===== src/hw/lcd_pkg.sv =====
package lcd_pkg;
	localparam int CLK_PERIOD_NS = 8;
	localparam int EXEC_SHORT_NS = 18500;
	localparam int EXEC_LONG_NS  = 760000;
	localparam int BLINK_NS      = 185000000;

	function automatic int ns_to_cycles(input int ns);
		return (ns + CLK_PERIOD_NS - 1) / CLK_PERIOD_NS;
	endfunction

	localparam int EXEC_SHORT_CYCLES = ns_to_cycles(EXEC_SHORT_NS);
	localparam int EXEC_LONG_CYCLES  = ns_to_cycles(EXEC_LONG_NS);
	localparam int BLINK_CYCLES      = ns_to_cycles(BLINK_NS);

	localparam int ADDR_W = 8;
	localparam logic [ADDR_W-1:0] OFS_CMD  = 8'h00;
	localparam logic [ADDR_W-1:0] OFS_DATA = 8'h04;
	localparam logic [ADDR_W-1:0] OFS_MODE = 8'h08;

	localparam logic [1:0] RESP_OKAY   = 2'h0;
	localparam logic [1:0] RESP_SLVERR = 2'h2;

	localparam logic [7:0] SPACE_CODE    = 8'h20;
	localparam logic [6:0] AC_HOME       = 7'h00;
	localparam logic [6:0] LINE1_LAST    = 7'h27;
	localparam logic [6:0] LINE2_FIRST   = 7'h40;
	localparam logic [6:0] LINE2_LAST    = 7'h67;
	localparam logic [6:0] ONE_LINE_LAST = 7'h4F;
	localparam logic [6:0] CLEAR_LAST    = 7'h7F;
	localparam logic [5:0] SHIFT_LAST    = 6'h27;
	localparam logic [1:0] GLYPH_BANK    = 2'h2;

	localparam int ENTRY_ID_BIT = 1;
	localparam int ENTRY_S_BIT  = 0;
	localparam int ONOFF_D_BIT  = 2;
	localparam int ONOFF_C_BIT  = 1;
	localparam int ONOFF_B_BIT  = 0;
	localparam int SHIFT_SC_BIT = 3;
	localparam int SHIFT_RL_BIT = 2;
	localparam int FUNC_DL_BIT  = 4;
	localparam int FUNC_N_BIT   = 3;
	localparam int FUNC_F_BIT   = 2;

	localparam logic RST_INC   = 1'b1;
	localparam logic RST_WIDTH = 1'b1;

	typedef enum logic [1:0] {
		DUTY_8  = 2'h0,
		DUTY_11 = 2'h1,
		DUTY_16 = 2'h2
	} duty_type;

	typedef enum logic [1:0] {
		RD_IDLE   = 2'h0,
		RD_DECODE = 2'h1,
		RD_WAIT   = 2'h3,
		RD_RESP   = 2'h2
	} rd_state_type;

	typedef enum logic [3:0] {
		OP_NONE, OP_CLEAR, OP_HOME, OP_ENTRY, OP_ONOFF,
		OP_SHIFT, OP_FUNC, OP_GLYPH_ADDR, OP_DISP_ADDR
	} op_type;
endpackage


===== src/hw/char_lcd_instruction_decoder.sv =====
// Our own choices: the placing of the registers and the AXI4-Lite slave port.
`timescale 1ns/1ps
module char_lcd_instruction_decoder
	import lcd_pkg::*;
#(
	parameter int LONG_CYCLES       = lcd_pkg::EXEC_LONG_CYCLES,
	parameter int BLINK_HALF_CYCLES = lcd_pkg::BLINK_CYCLES
) (
	// clock and reset
	input  wire logic                      aclk,
	input  wire logic                      aresetn,
	// axi4-lite write
	input  wire logic [lcd_pkg::ADDR_W-1:0] awaddr,
	input  wire logic                      awvalid,
	output logic                           awready,
	input  wire logic [31:0]               wdata,
	input  wire logic [3:0]                wstrb,
	input  wire logic                      wvalid,
	output logic                           wready,
	output logic [1:0]                     bresp,
	output logic                           bvalid,
	input  wire logic                      bready,
	// axi4-lite read
	input  wire logic [lcd_pkg::ADDR_W-1:0] araddr,
	input  wire logic                      arvalid,
	output logic                           arready,
	output logic [31:0]                    rdata,
	output logic [1:0]                     rresp,
	output logic                           rvalid,
	input  wire logic                      rready,
	// display control
	output logic                           display_on,
	output logic                           cursor_on,
	output logic                           cursor_all_dots,
	output logic                           two_line,
	output logic                           font_tall,
	output lcd_pkg::duty_type              duty,
	output logic                           bus_width_select,
	output logic [5:0]                     shift_offset,
	output logic                           busy_flag
);
	import lcd_pkg::*;

	function automatic logic [6:0] step_addr(input logic [6:0] a, input logic inc,
		input logic glyph, input logic two);
		logic [6:0] r;
		r = inc ? 7'(a + 7'h01) : 7'(a - 7'h01);
		if (glyph)
			r = {1'b0, r[5:0]};
		else if (two && inc && a == LINE1_LAST)
			r = LINE2_FIRST;
		else if (two && inc && a == LINE2_LAST)
			r = AC_HOME;
		else if (two && !inc && a == AC_HOME)
			r = LINE2_LAST;
		else if (two && !inc && a == LINE2_FIRST)
			r = LINE1_LAST;
		else if (!two && inc && a == ONE_LINE_LAST)
			r = AC_HOME;
		else if (!two && !inc && a == AC_HOME)
			r = ONE_LINE_LAST;
		return r;
	endfunction

	function automatic logic [5:0] shift_step(input logic [5:0] o, input logic left);
		logic [5:0] r;
		if (left)
			r = (o == SHIFT_LAST) ? 6'h00 : 6'(o + 6'h01);
		else
			r = (o == 6'h00) ? SHIFT_LAST : 6'(o - 6'h01);
		return r;
	endfunction

	function automatic op_type decode_op(input logic [7:0] b);
		op_type r;
		r = OP_NONE;
		if (b[7])
			r = OP_DISP_ADDR;
		else if (b[6])
			r = OP_GLYPH_ADDR;
		else if (b[5])
			r = OP_FUNC;
		else if (b[4])
			r = OP_SHIFT;
		else if (b[3])
			r = OP_ONOFF;
		else if (b[2])
			r = OP_ENTRY;
		else if (b[1])
			r = OP_HOME;
		else if (b[0])
			r = OP_CLEAR;
		return r;
	endfunction

	// bus state
	logic                  awready_q, wready_q, bvalid_q, arready_q, rvalid_q;
	logic [1:0]            bresp_q, rresp_q;
	logic [31:0]           rdata_q;
	logic [ADDR_W-1:0]     awaddr_q, araddr_q;
	logic [7:0]            wbyte_q;
	rd_state_type          rd_q, rd_d;
	// controller state
	logic [6:0]            ac_q, ac_d;
	logic                  glyph_q, glyph_d, inc_q, inc_d, eshift_q, eshift_d;
	logic                  disp_q, disp_d, curs_q, curs_d, blink_q, blink_d;
	logic                  width_q, width_d, two_q, two_d, font_q, font_d;
	logic [5:0]            shift_q, shift_d;
	logic                  nib_q;
	logic [3:0]            nib_hold_q;
	logic [7:0]            rlatch_q;
	logic                  busy_q;
	logic [31:0]           busy_cnt_q;
	logic                  clr_q;
	logic [6:0]            clr_cnt_q;
	logic [31:0]           blink_cnt_q;
	logic                  blink_ph_q;
	duty_type              duty_q;
	logic [7:0]            mem_rdata;
	logic                  wstrb_q0;

	// write decode
	wire w_go      = !awready_q && !wready_q && !bvalid_q && rd_q == RD_IDLE;
	wire wa_cmd    = awaddr_q == OFS_CMD;
	wire wa_data   = awaddr_q == OFS_DATA;
	wire w_ok      = (wa_cmd || wa_data) && !busy_q && wstrb_q0;
	wire half      = !width_q && !nib_q;
	wire store_nib = w_go && w_ok && half;
	wire exec_w    = w_go && w_ok && !half;
	wire [7:0] wbyte_full = width_q ? wbyte_q : {nib_hold_q, wbyte_q[7:4]};
	wire exec_cmd  = exec_w && wa_cmd;
	wire exec_data = exec_w && wa_data;
	op_type op;
	assign op = exec_cmd ? decode_op(wbyte_full) : OP_NONE;
	wire long_op = op == OP_CLEAR || op == OP_HOME;

	// read decode
	wire ra_cmd    = araddr_q == OFS_CMD;
	wire ra_data   = araddr_q == OFS_DATA;
	wire ra_mode   = araddr_q == OFS_MODE;
	wire rd_lo     = !width_q && nib_q;
	wire rd_fetch  = rd_q == RD_DECODE && ra_data && !busy_q && !rd_lo;
	wire rd_step   = rd_q == RD_WAIT;
	wire rd_nib    = rd_q == RD_DECODE && (ra_cmd || (ra_data && !busy_q));
	wire [7:0] status_byte = {busy_q, ac_q};
	wire [7:0] mode_byte = {font_q, two_q, width_q, inc_q, eshift_q, disp_q, curs_q, blink_q};

	// ram port
	wire [7:0] ram_addr = glyph_q ? {GLYPH_BANK, ac_q[5:0]} : {1'b0, ac_q};
	wire [7:0] mem_addr = clr_q ? {1'b0, clr_cnt_q} : ram_addr;
	wire [7:0] mem_wdat = clr_q ? SPACE_CODE : wbyte_full;
	wire       mem_we   = clr_q || exec_data;

	char_ram #(
		.ADDR_BITS (8),
		.DATA_BITS (8)
	) u_ram (
		.aclk    (aclk),
		.we      (mem_we),
		.addr    (mem_addr),
		.wdata   (mem_wdat),
		.rdata_q (mem_rdata)
	);

	always_comb
	begin
		ac_d     = ac_q;
		glyph_d  = glyph_q;
		inc_d    = inc_q;
		eshift_d = eshift_q;
		disp_d   = disp_q;
		curs_d   = curs_q;
		blink_d  = blink_q;
		width_d  = width_q;
		two_d    = two_q;
		font_d   = font_q;
		shift_d  = shift_q;
		if (exec_data || rd_step)
			ac_d = step_addr(ac_q, inc_q, glyph_q, two_q);
		if (exec_data && eshift_q && !glyph_q)
			shift_d = shift_step(shift_q, inc_q);
		unique case (op)
			OP_CLEAR:
			begin
				ac_d    = AC_HOME;
				glyph_d = 1'b0;
				inc_d   = 1'b1;
				shift_d = 6'h00;
			end
			OP_HOME:
			begin
				ac_d    = AC_HOME;
				glyph_d = 1'b0;
				shift_d = 6'h00;
			end
			OP_ENTRY:
			begin
				inc_d    = wbyte_full[ENTRY_ID_BIT];
				eshift_d = wbyte_full[ENTRY_S_BIT];
			end
			OP_ONOFF:
			begin
				disp_d  = wbyte_full[ONOFF_D_BIT];
				curs_d  = wbyte_full[ONOFF_C_BIT];
				blink_d = wbyte_full[ONOFF_B_BIT];
			end
			OP_SHIFT:
			begin
				// a display shift leaves the counter alone
				if (wbyte_full[SHIFT_SC_BIT])
					shift_d = shift_step(shift_q, !wbyte_full[SHIFT_RL_BIT]);
				else
					ac_d = step_addr(ac_q, wbyte_full[SHIFT_RL_BIT], glyph_q, two_q);
			end
			OP_FUNC:
			begin
				width_d = wbyte_full[FUNC_DL_BIT];
				two_d   = wbyte_full[FUNC_N_BIT];
				font_d  = wbyte_full[FUNC_F_BIT];
			end
			OP_GLYPH_ADDR:
			begin
				ac_d    = {1'b0, wbyte_full[5:0]};
				glyph_d = 1'b1;
			end
			OP_DISP_ADDR:
			begin
				ac_d    = wbyte_full[6:0];
				glyph_d = 1'b0;
			end
			OP_NONE:
			begin
			end
		endcase
	end

	always_comb
	begin
		rd_d = rd_q;
		unique case (rd_q)
			RD_IDLE:   rd_d = (arvalid && arready_q) ? RD_DECODE : RD_IDLE;
			RD_DECODE: rd_d = rd_fetch ? RD_WAIT : RD_RESP;
			RD_WAIT:   rd_d = RD_RESP;
			RD_RESP:   rd_d = rready ? RD_IDLE : RD_RESP;
		endcase
	end

	// axi write channel
	always_ff @(posedge aclk)
	begin
		if (!aresetn)
		begin
			awready_q <= 1'b1;
			wready_q  <= 1'b1;
			bvalid_q  <= 1'b0;
			bresp_q   <= RESP_OKAY;
			awaddr_q  <= '0;
			wbyte_q   <= 8'h00;
		end
		else
		begin
			if (awvalid && awready_q)
			begin
				awaddr_q  <= awaddr;
				awready_q <= 1'b0;
			end
			if (wvalid && wready_q)
			begin
				wbyte_q  <= wdata[7:0];
				wready_q <= 1'b0;
			end
			if (w_go)
			begin
				bvalid_q <= 1'b1;
				bresp_q  <= w_ok ? RESP_OKAY : RESP_SLVERR;
			end
			if (bvalid_q && bready)
			begin
				bvalid_q  <= 1'b0;
				awready_q <= 1'b1;
				wready_q  <= 1'b1;
			end
		end
	end

	always_ff @(posedge aclk)
	begin
		if (!aresetn)
			wstrb_q0 <= 1'b0;
		else if (wvalid && wready_q)
			wstrb_q0 <= wstrb[0];
	end

	// axi read channel
	always_ff @(posedge aclk)
	begin
		if (!aresetn)
		begin
			rd_q      <= RD_IDLE;
			arready_q <= 1'b1;
			rvalid_q  <= 1'b0;
			rresp_q   <= RESP_OKAY;
			rdata_q   <= 32'h0000_0000;
			araddr_q  <= '0;
		end
		else
		begin
			rd_q <= rd_d;
			if (arvalid && arready_q)
			begin
				araddr_q  <= araddr;
				arready_q <= 1'b0;
			end
			if (rd_q == RD_DECODE && !rd_fetch)
			begin
				rvalid_q <= 1'b1;
				rresp_q  <= (rd_nib || ra_mode) ? RESP_OKAY : RESP_SLVERR;
				if (ra_mode)
					rdata_q <= {24'h00_0000, mode_byte};
				else if (!rd_nib)
					rdata_q <= 32'h0000_0000;
				else if (rd_lo)
					rdata_q <= {24'h00_0000, rlatch_q[3:0], 4'h0};
				else if (width_q)
					rdata_q <= {24'h00_0000, status_byte};
				else
					rdata_q <= {24'h00_0000, status_byte[7:4], 4'h0};
			end
			if (rd_step)
			begin
				rvalid_q <= 1'b1;
				rresp_q  <= RESP_OKAY;
				rdata_q  <= width_q ? {24'h00_0000, mem_rdata}
					: {24'h00_0000, mem_rdata[7:4], 4'h0};
			end
			if (rvalid_q && rready)
			begin
				rvalid_q  <= 1'b0;
				arready_q <= 1'b1;
			end
		end
	end

	// controller registers
	always_ff @(posedge aclk)
	begin
		if (!aresetn)
		begin
			ac_q <= AC_HOME;
			{glyph_q, eshift_q, disp_q, curs_q, blink_q, two_q, font_q} <= 7'h00;
			inc_q   <= RST_INC;
			width_q <= RST_WIDTH;
			shift_q <= 6'h00;
		end
		else
		begin
			ac_q     <= ac_d;
			glyph_q  <= glyph_d;
			inc_q    <= inc_d;
			eshift_q <= eshift_d;
			disp_q   <= disp_d;
			curs_q   <= curs_d;
			blink_q  <= blink_d;
			width_q  <= width_d;
			two_q    <= two_d;
			font_q   <= font_d;
			shift_q  <= shift_d;
		end
	end

	// nibble pairing, shared by reads and writes
	always_ff @(posedge aclk)
	begin
		if (!aresetn)
		begin
			nib_q      <= 1'b0;
			nib_hold_q <= 4'h0;
			rlatch_q   <= 8'h00;
		end
		else
		begin
			if (store_nib)
				nib_hold_q <= wbyte_q[7:4];
			if (rd_step)
				rlatch_q <= mem_rdata;
			else if (rd_q == RD_DECODE && ra_cmd && !rd_lo)
				rlatch_q <= status_byte;
			// entering nibble mode starts on the upper nibble
			if (width_d || width_q)
				nib_q <= 1'b0;
			else if (store_nib || exec_w || rd_step || (rd_nib && !ra_data) || (rd_nib && rd_lo))
				nib_q <= !nib_q;
		end
	end

	// busy timing and clear fill
	always_ff @(posedge aclk)
	begin
		if (!aresetn)
		begin
			busy_q     <= 1'b0;
			busy_cnt_q <= 32'h0000_0000;
			clr_q      <= 1'b0;
			clr_cnt_q  <= 7'h00;
		end
		else
		begin
			if (exec_w || rd_step)
			begin
				busy_q     <= 1'b1;
				busy_cnt_q <= long_op ? 32'(LONG_CYCLES) : 32'(EXEC_SHORT_CYCLES);
			end
			else if (busy_q)
			begin
				busy_cnt_q <= busy_cnt_q - 32'h0000_0001;
				if (busy_cnt_q <= 32'h0000_0001)
					busy_q <= 1'b0;
			end
			if (op == OP_CLEAR)
			begin
				clr_q     <= 1'b1;
				clr_cnt_q <= 7'h00;
			end
			else if (clr_q)
			begin
				clr_cnt_q <= 7'(clr_cnt_q + 7'h01);
				if (clr_cnt_q == CLEAR_LAST)
					clr_q <= 1'b0;
			end
		end
	end

	// cursor blink and display outputs
	always_ff @(posedge aclk)
	begin
		if (!aresetn)
		begin
			blink_cnt_q <= 32'h0000_0000;
			blink_ph_q  <= 1'b0;
			duty_q      <= DUTY_8;
		end
		else
		begin
			if (!blink_q)
			begin
				blink_cnt_q <= 32'h0000_0000;
				blink_ph_q  <= 1'b0;
			end
			else if (blink_cnt_q >= 32'(BLINK_HALF_CYCLES - 1))
			begin
				blink_cnt_q <= 32'h0000_0000;
				blink_ph_q  <= !blink_ph_q;
			end
			else
				blink_cnt_q <= blink_cnt_q + 32'h0000_0001;
			duty_q <= two_d ? DUTY_16 : (font_d ? DUTY_11 : DUTY_8);
		end
	end

	assign awready          = awready_q;
	assign wready           = wready_q;
	assign bvalid           = bvalid_q;
	assign bresp            = bresp_q;
	assign arready          = arready_q;
	assign rvalid           = rvalid_q;
	assign rresp            = rresp_q;
	assign rdata            = rdata_q;
	assign display_on       = disp_q;
	assign cursor_on        = curs_q;
	assign cursor_all_dots  = blink_ph_q;
	assign two_line         = two_q;
	assign font_tall        = font_q;
	assign duty             = duty_q;
	assign bus_width_select = width_q;
	assign shift_offset     = shift_q;
	assign busy_flag        = busy_q;
endmodule


===== src/hw/char_ram.sv =====
`timescale 1ns/1ps
module char_ram #(
	parameter int ADDR_BITS = 8,
	parameter int DATA_BITS = 8
) (
	// clock
	input  wire logic                 aclk,
	// port
	input  wire logic                 we,
	input  wire logic [ADDR_BITS-1:0] addr,
	input  wire logic [DATA_BITS-1:0] wdata,
	output logic      [DATA_BITS-1:0] rdata_q
);
	logic [DATA_BITS-1:0] mem [0:(1<<ADDR_BITS)-1];

	always_ff @(posedge aclk)
	begin
		if (we)
			mem[addr] <= wdata;
		rdata_q <= mem[addr];
	end
endmodule


===== config.mk =====
export PLATFORM = sky130hd
export DESIGN_NAME = char_lcd_instruction_decoder
export DESIGN_NICKNAME = d
export VERILOG_FILES = /design/src/hw/lcd_pkg.sv /design/src/hw/char_lcd_instruction_decoder.sv /design/src/hw/char_ram.sv
export SDC_FILE = /design/constraint.sdc
export NUM_CORES = 2
export LEC_CHECK = 0
export BUFFER_PORTS_ARGS = -buffer_cell sky130_fd_sc_hd__buf_2
export CAP_MARGIN = 5
export CORE_AREA = 4 4 418 420
export CTS_BUF_LIST = sky130_fd_sc_hd__clkbuf_4 sky130_fd_sc_hd__clkbuf_8
export CTS_CLUSTER_DIAMETER = 120
export DETAILED_ROUTE_END_ITERATION = 7
export DIE_AREA = 0 0 422 424
export PLACE_DENSITY = 0.64
export SYNTH_ARGS = -nofsm -noshare
export SYNTH_HDL_FRONTEND = slang
export SYNTH_SLANG_ARGS = --single-unit
export TNS_END_PERCENT = 10

===== constraint.sdc =====
create_clock -name aclk -period 22 [get_ports aclk]
set_input_delay 2.2 -clock aclk [delete_from_list [all_inputs] [get_ports aclk]]
set_output_delay 2.2 -clock aclk [all_outputs]
set_load 0.02 [all_outputs]

Word-level counts from Yosys, hierarchy flattened

Memory sizes are Yosys's and may differ from the RTL's. A register that Yosys moved wholly into a read port is not among the register bits.
Cells that the tools add are included.

Add/sub/neg operators: 7
Magnitude comparators: 2
Eq/ne operators: 20
Muxes and demuxes: 74
Bitwise gates (word level): 2
Reductions and logical operators: 96

Operator list:

| cell                                                  | number |
|---|---|
| two-way mux 32 bit                                    | 4 |
| two-way mux 7 bit                                     | 18 |
| two-way mux 8 bit                                     | 7 |
| logical AND 1 bit                                     | 49 |
| two-way mux 6 bit                                     | 6 |
| adder 32 x 1 -> 32 bit, second input constant         | 1 |
| >= comparator 32 x 25 -> 1 bit, second input constant | 1 |
| <= comparator 32 x 1 -> 1 bit, second input constant  | 1 |
| subtractor 32 x 1 -> 32 bit, second input constant    | 1 |
| equality test 7 bit, second input constant            | 4 |
| one-hot mux 7 bit (4 select lines)                    | 1 |
| two-way mux 4 bit                                     | 6 |
| two-way mux 1 bit                                     | 17 |
| two-way mux 17 bit                                    | 1 |
| equality test 4 x 3 -> 1 bit, second input constant   | 4 |
| equality test 8 x 3 -> 1 bit, second input constant   | 2 |
| zero test 8 bit                                       | 2 |
| zero test 1 bit                                       | 15 |
| adder 7 x 1 -> 7 bit, second input constant           | 2 |
| OR reduction 2 bit                                    | 7 |
| logical OR 1 bit                                      | 12 |
| two-way mux 2 bit                                     | 6 |
| two-way mux 3 bit                                     | 4 |
| one-hot mux 6 bit (2 select lines)                    | 1 |
| other kinds (20)                                      | 29 |

Flip-flop bits (word level): 175
Memory bits (writable): 2048
Output and inout port bits: 56
Word-level logic and storage cells: 237
Memories kept: 1

Memories:

| name      | words | width | rd ports | clocked after Yosys merged registers in | write ports | line           | RTL |
|---|---|---|---|---|---|---|---|
| u_ram.mem | 256   | 8     | 1        | 1                                       | 1           | char_ram.sv:14 | `logic [DATA_BITS-1:0] mem [0:(1<<ADDR_BITS)-1];` |

Logic depth before layout (Yosys ltp)

Depth after elaboration: 14
Depth in mapped cells: 14
Depth with buffers taken out: 9

Cells and area by module

Synthesis repeated with hierarchy kept, for this count alone.

Cells, all modules: 4550
Area, all modules: 86391.6 µm²

By module, submodules not included:

| module                       | times used | cells an instance | area an instance (µm²) | seq. area each (µm²) |
|---|---|---|---|---|
| char_ram                     | 1          | 3547              | 78492.8                | 61659.1 |
| char_lcd_instruction_decoder | 1          | 1003              | 7898.8                 | 2962.8 |

Least setup slack after synthesis

Ideal clock, no wire load.

Path type: flip-flop to flip-flop
Start: reg width_q (netlist: bus_width_select)
End: mem u_ram.mem[0][7], data pin
Arrival time: 6.031 ns
Setup slack: 14.874 ns
Cell stages (with the launch flop): 6
Path buffers: 3
Cells stage by stage: dfxtp_1 buf_2 clkbuf_1 buf_1 mux2i_1 nor2_1

Cells in the longest elaborated chain, start to end: 2

RTL lines:

| what                   | line                                | RTL |
|---|---|---|
| from (decl)            | char_lcd_instruction_decoder.sv:107 | `logic width_q, width_d, two_q, two_d, font_q, font_d;` |
| from (signal assigned) | char_lcd_instruction_decoder.sv:364 | `width_q <= width_d;` |
| two-way mux 8 bit      | char_lcd_instruction_decoder.sv:130 | `wire [7:0] wbyte_full = width_q ? wbyte_q : {nib_hold_q, wbyte_q[7:4]};` |
| two-way mux 8 bit      | char_lcd_instruction_decoder.sv:151 | `wire [7:0] mem_wdat = clr_q ? SPACE_CODE : wbyte_full;` |
| net mem_wdat[7]        | char_lcd_instruction_decoder.sv:151 |  |
| to (decl)              | char_ram.sv:14                      |  |

The timed path passes the listed nets, and every way through them passes these cells.

Worst setup path after layout

Start: reg clr_q
End: reg u_ram.rdata_q[3] (read register of u_ram.mem)

Cells in the longest elaborated chain, start to end: 1

RTL lines:

| what                   | line                                | RTL |
|---|---|---|
| from (decl)            | char_lcd_instruction_decoder.sv:114 | `logic clr_q;` |
| from (signal assigned) | char_lcd_instruction_decoder.sv:403 | `clr_q <= 1'b0;` |
| from (signal assigned) | char_lcd_instruction_decoder.sv:421 | `clr_q <= 1'b1;` |
| from (signal assigned) | char_lcd_instruction_decoder.sv:428 | `clr_q <= 1'b0;` |
| two-way mux 8 bit      | char_lcd_instruction_decoder.sv:150 | `wire [7:0] mem_addr = clr_q ? {1'b0, clr_cnt_q} : ram_addr;` |
| to (decl)              | char_ram.sv:12                      | `output logic [DATA_BITS-1:0] rdata_q` |

Every way passes these cells.
A chain may end at the register's enable or synchronous reset.

==> impl_metrics.tcl <==
set metrics [dict create \
    status "completed" \
    tightestPinTransition_ns 1.260 \
    cts_sinks 1692 \
    io_buffers 61 \
    cp_common_cell "buf_4" \
    area_growth_syn_to_layout_pct 11.99 \
    seq_area_frac_synth_pct 72.50 \
    drt-initial-drc-count 4784 \
    fin_util_pct 44.50 \
    cp_top_family "buffers and inverters" \
    drc 0 \
    fin_tns_setup_ns 0 \
    ctsHoldBuffers 0 \
    clk-insertion-delay-late_ns 1.00 \
    post_dp_cell_area_um2 70720 \
    dp_slack_ns 15.64 \
    dpl.hpwl_um 110400 \
    fin_nets 4309 \
    die_w_um 422 \
    rows 152 \
    fillers 14790 \
    vias_per_cell 5.787 \
    grt_use_total_pct 19.87 \
    fmax_mhz 160.5 \
    ios 115 \
    cts_made_buffers 297 \
    drt-total-wl_um 180600 \
    synth.avg_cell_area_um2 16.94 \
    holdPathStages 1 \
    drive_above_1_share_pct 21.96 \
    core_um2 171000 \
    start_util_pct 39.73 \
    synth_edf_count 1536 \
    cts-root-buf "clkbuf_8" \
    clock_skew_ns 0.07196 \
    crit_cells 10 \
    grt_pass1_vias 37950 \
    cts_buffer_depth 4 \
    h-tree-depth 5 \
    required_ns 22.88 \
    end_kind "flop" \
    synth_common_cells "edfxtp_1 (1,536), nand2_1 (387), nor2_1 (353)" \
    vias 38500 \
    slowest_stage "mux2_8" \
    cts.repair.resized 0 \
    antenna_found_initial 5 \
    hold_viol_final 0 \
    cts.clk_slew.worst_paths_ns 0.07 \
    hold_ws_ns 0.4385 \
    crit_fanout 61 \
    syn_inst 4010 \
    fin_ws_ns 15.77 \
    crit_chain "buf_4, mux2_8, buf_4, buf_4, buf_4, mux4_2, a22oi_1, a21oi_1, or4_1, or4_1" \
    ir_drop_uv 68.52 \
    final_area_um2 76080 \
    final_max_slew_viol_count 0 \
    setup_viol 0 \
    place.gp.congestion 0.8577 \
    synth_top_area_cell "edfxtp_1" \
    yosys.area.top_type_share_pct 67.90 \
    drt-pass1-iter-count 5 \
    cts_tree "done" \
    synth.distinct_cells 80 \
    synthTopCellsByArea "edfxtp_1 (68%), mux4_2 (11%), dfxtp_1 (4.6%)" \
    rsz0062_at_grt "false" \
    crit_path_max_incr_delay_ns 0.75 \
    async_flop_share_pct 0 \
    period_needed_ns 6.230 \
    hold_path_class "flop to flop" \
    power.leakage_nw 23.81 \
    grt_max_degree 193 \
    synthFlopType "edfxtp_1" \
    maxSlewHeadroom_pct 15.97 \
    startpoint_type "flop" \
    postCtsSetupBuffers 0 \
    power.density_nw_per_um2 83.74 \
    synth_seq_cells 1692 \
    yosysMostFrequentCell "edfxtp_1" \
    path_buf_inv 4 \
    grt_overflow 0 \
    post_drt_wl_per_cell_um 27.15 \
    die_h_um 424 \
    worstRegToRegCells 10 \
    syn-cell-area_um2 67930 \
    cp.arrival_ns 7.11 \
    reg2reg_slack_ns 15.77 \
    die-area_um2 178900 \
    fin_crit_sh_pct 28.32 \
    yosysWarnings 0 \
    cap_violations 0 \
    ant_nets 0 \
    critical_path_class "flop to flop" \
    grt_pass1_wl_um 262600 \
]
[worst register-to-register path, cell delays in order, from the launching register on]
cell	delay, ns
dfxtp_2	0.31
buf_4	0.52
mux2_8	0.78
buf_4	0.69
buf_4	0.64
buf_4	0.79
mux4_2	0.65
a22oi_1	0.36
a21oi_1	0.16
or4_1	0.68
or4_1	0.57
[stage by stage]
step	power, mW	std cells
2_1_floorplan	3.697	4042
3_3_place_gp	3.737	6173
3_5_place_dp	3.743	6174
4_1_cts	6.418	6650
5_1_grt	6.586	6652
6_report	6.371	6652
[final timing paths]
check,start,to
hold reg to reg,blink_cnt_q[0],blink_cnt_q[0]
hold / removal,blink_cnt_q[0],blink_cnt_q[0]
setup / recovery,clr_q,u_ram.rdata_q[3]
setup reg to reg,clr_q,u_ram.rdata_q[3]
[area by class of cell]
cell class | count | area [µm²] | area share, %
flip-flops and latches | 1692 | 49250 | 64.74
multi-input cells | 2082 | 17610 | 23.15
clock buffers | 403 | 4952 | 6.510
well taps | 2233 | 2794 | 3.673
repair buffers | 149 | 1001 | 1.316
clock inverters | 73 | 394.1 | 0.5181
inverters | 19 | 71.32 | 0.09375
diodes | 1 | 2.502 | 0.003289
[sequential cells by signal, summed over array words and instances (netlist names), 2 cells and up]
register and flops:
u_ram.rdata_q 8, blink_cnt_q 32, nib_hold_q 4, clr_cnt_q 7
rdata 8, busy_cnt_q 32, awaddr_q 8, shift_offset 6
u_ram.mem 1536, ac_q 7, rd_q 2, rlatch_q 4
wbyte_q 8, araddr_q 8
[metal layers]
metal  GRT usage, %  routed length, µm
met5              0                 13
met1          26.97              71710
met3          5.603              18650
met4          7.472               6848
met2          30.65              83380
[power by group]
group	internal (mW)	switching, mW	total, mW
logic	0.0413	0.113	0.155
clock network	1.48	1.22	2.69
registers	3.51	0.00756	3.52
total	5.03	1.34	6.37
[placed cells by master (no fill, tap or decap), types with 11 or more instances in the layout]
| cell type | instances |
|---|---|
| nor4_1 | 25 |
| nand4_1 | 47 |
| conb_1 | 33 |
| a32oi_1 | 33 |
| a21oi_1 | 114 |
| mux4_2 | 335 |
| buf_4 | 84 |
| mux2_2 | 14 |
| a31oi_1 | 22 |
| edfxtp_1 | 1536 |
| o22ai_1 | 29 |
| buf_2 | 62 |
| nand3_1 | 138 |
| a22oi_1 | 52 |
| o21ai_0 | 37 |
| clkbuf_8 | 308 |
| clkbuf_4 | 95 |
| nand2_1 | 387 |
| clkinv_2 | 12 |
| clkinv_1 | 53 |
| nand2b_1 | 12 |
| dfxtp_1 | 155 |
| inv_1 | 17 |
| xor2_1 | 35 |
| nor3_1 | 34 |
| o211ai_1 | 17 |
| nor2_1 | 341 |
| nor2_4 | 12 |
| mux2i_1 | 117 |
| and3_1 | 11 |
| xnor2_1 | 32 |
| a211oi_1 | 16 |
| or4_1 | 11 |
[cells by family (layout without fill, tap and decap cells)]
kind of cell               after synthesis  in the layout  synth area share, %
and+or+nand+nor                       1097           1097                7.231
buffers and inverters                  268            644                2.030
other                                    1             34             0.005520
adders and majority gates                9              9               0.1658
muxes                                  473            473                13.19
xor gates and xnor gates                67             67               0.8638
DFF                                   1692           1692                72.50
AOI/OAI and AO/OA                      403            403                4.019
(Power assumes the default switching activity.)
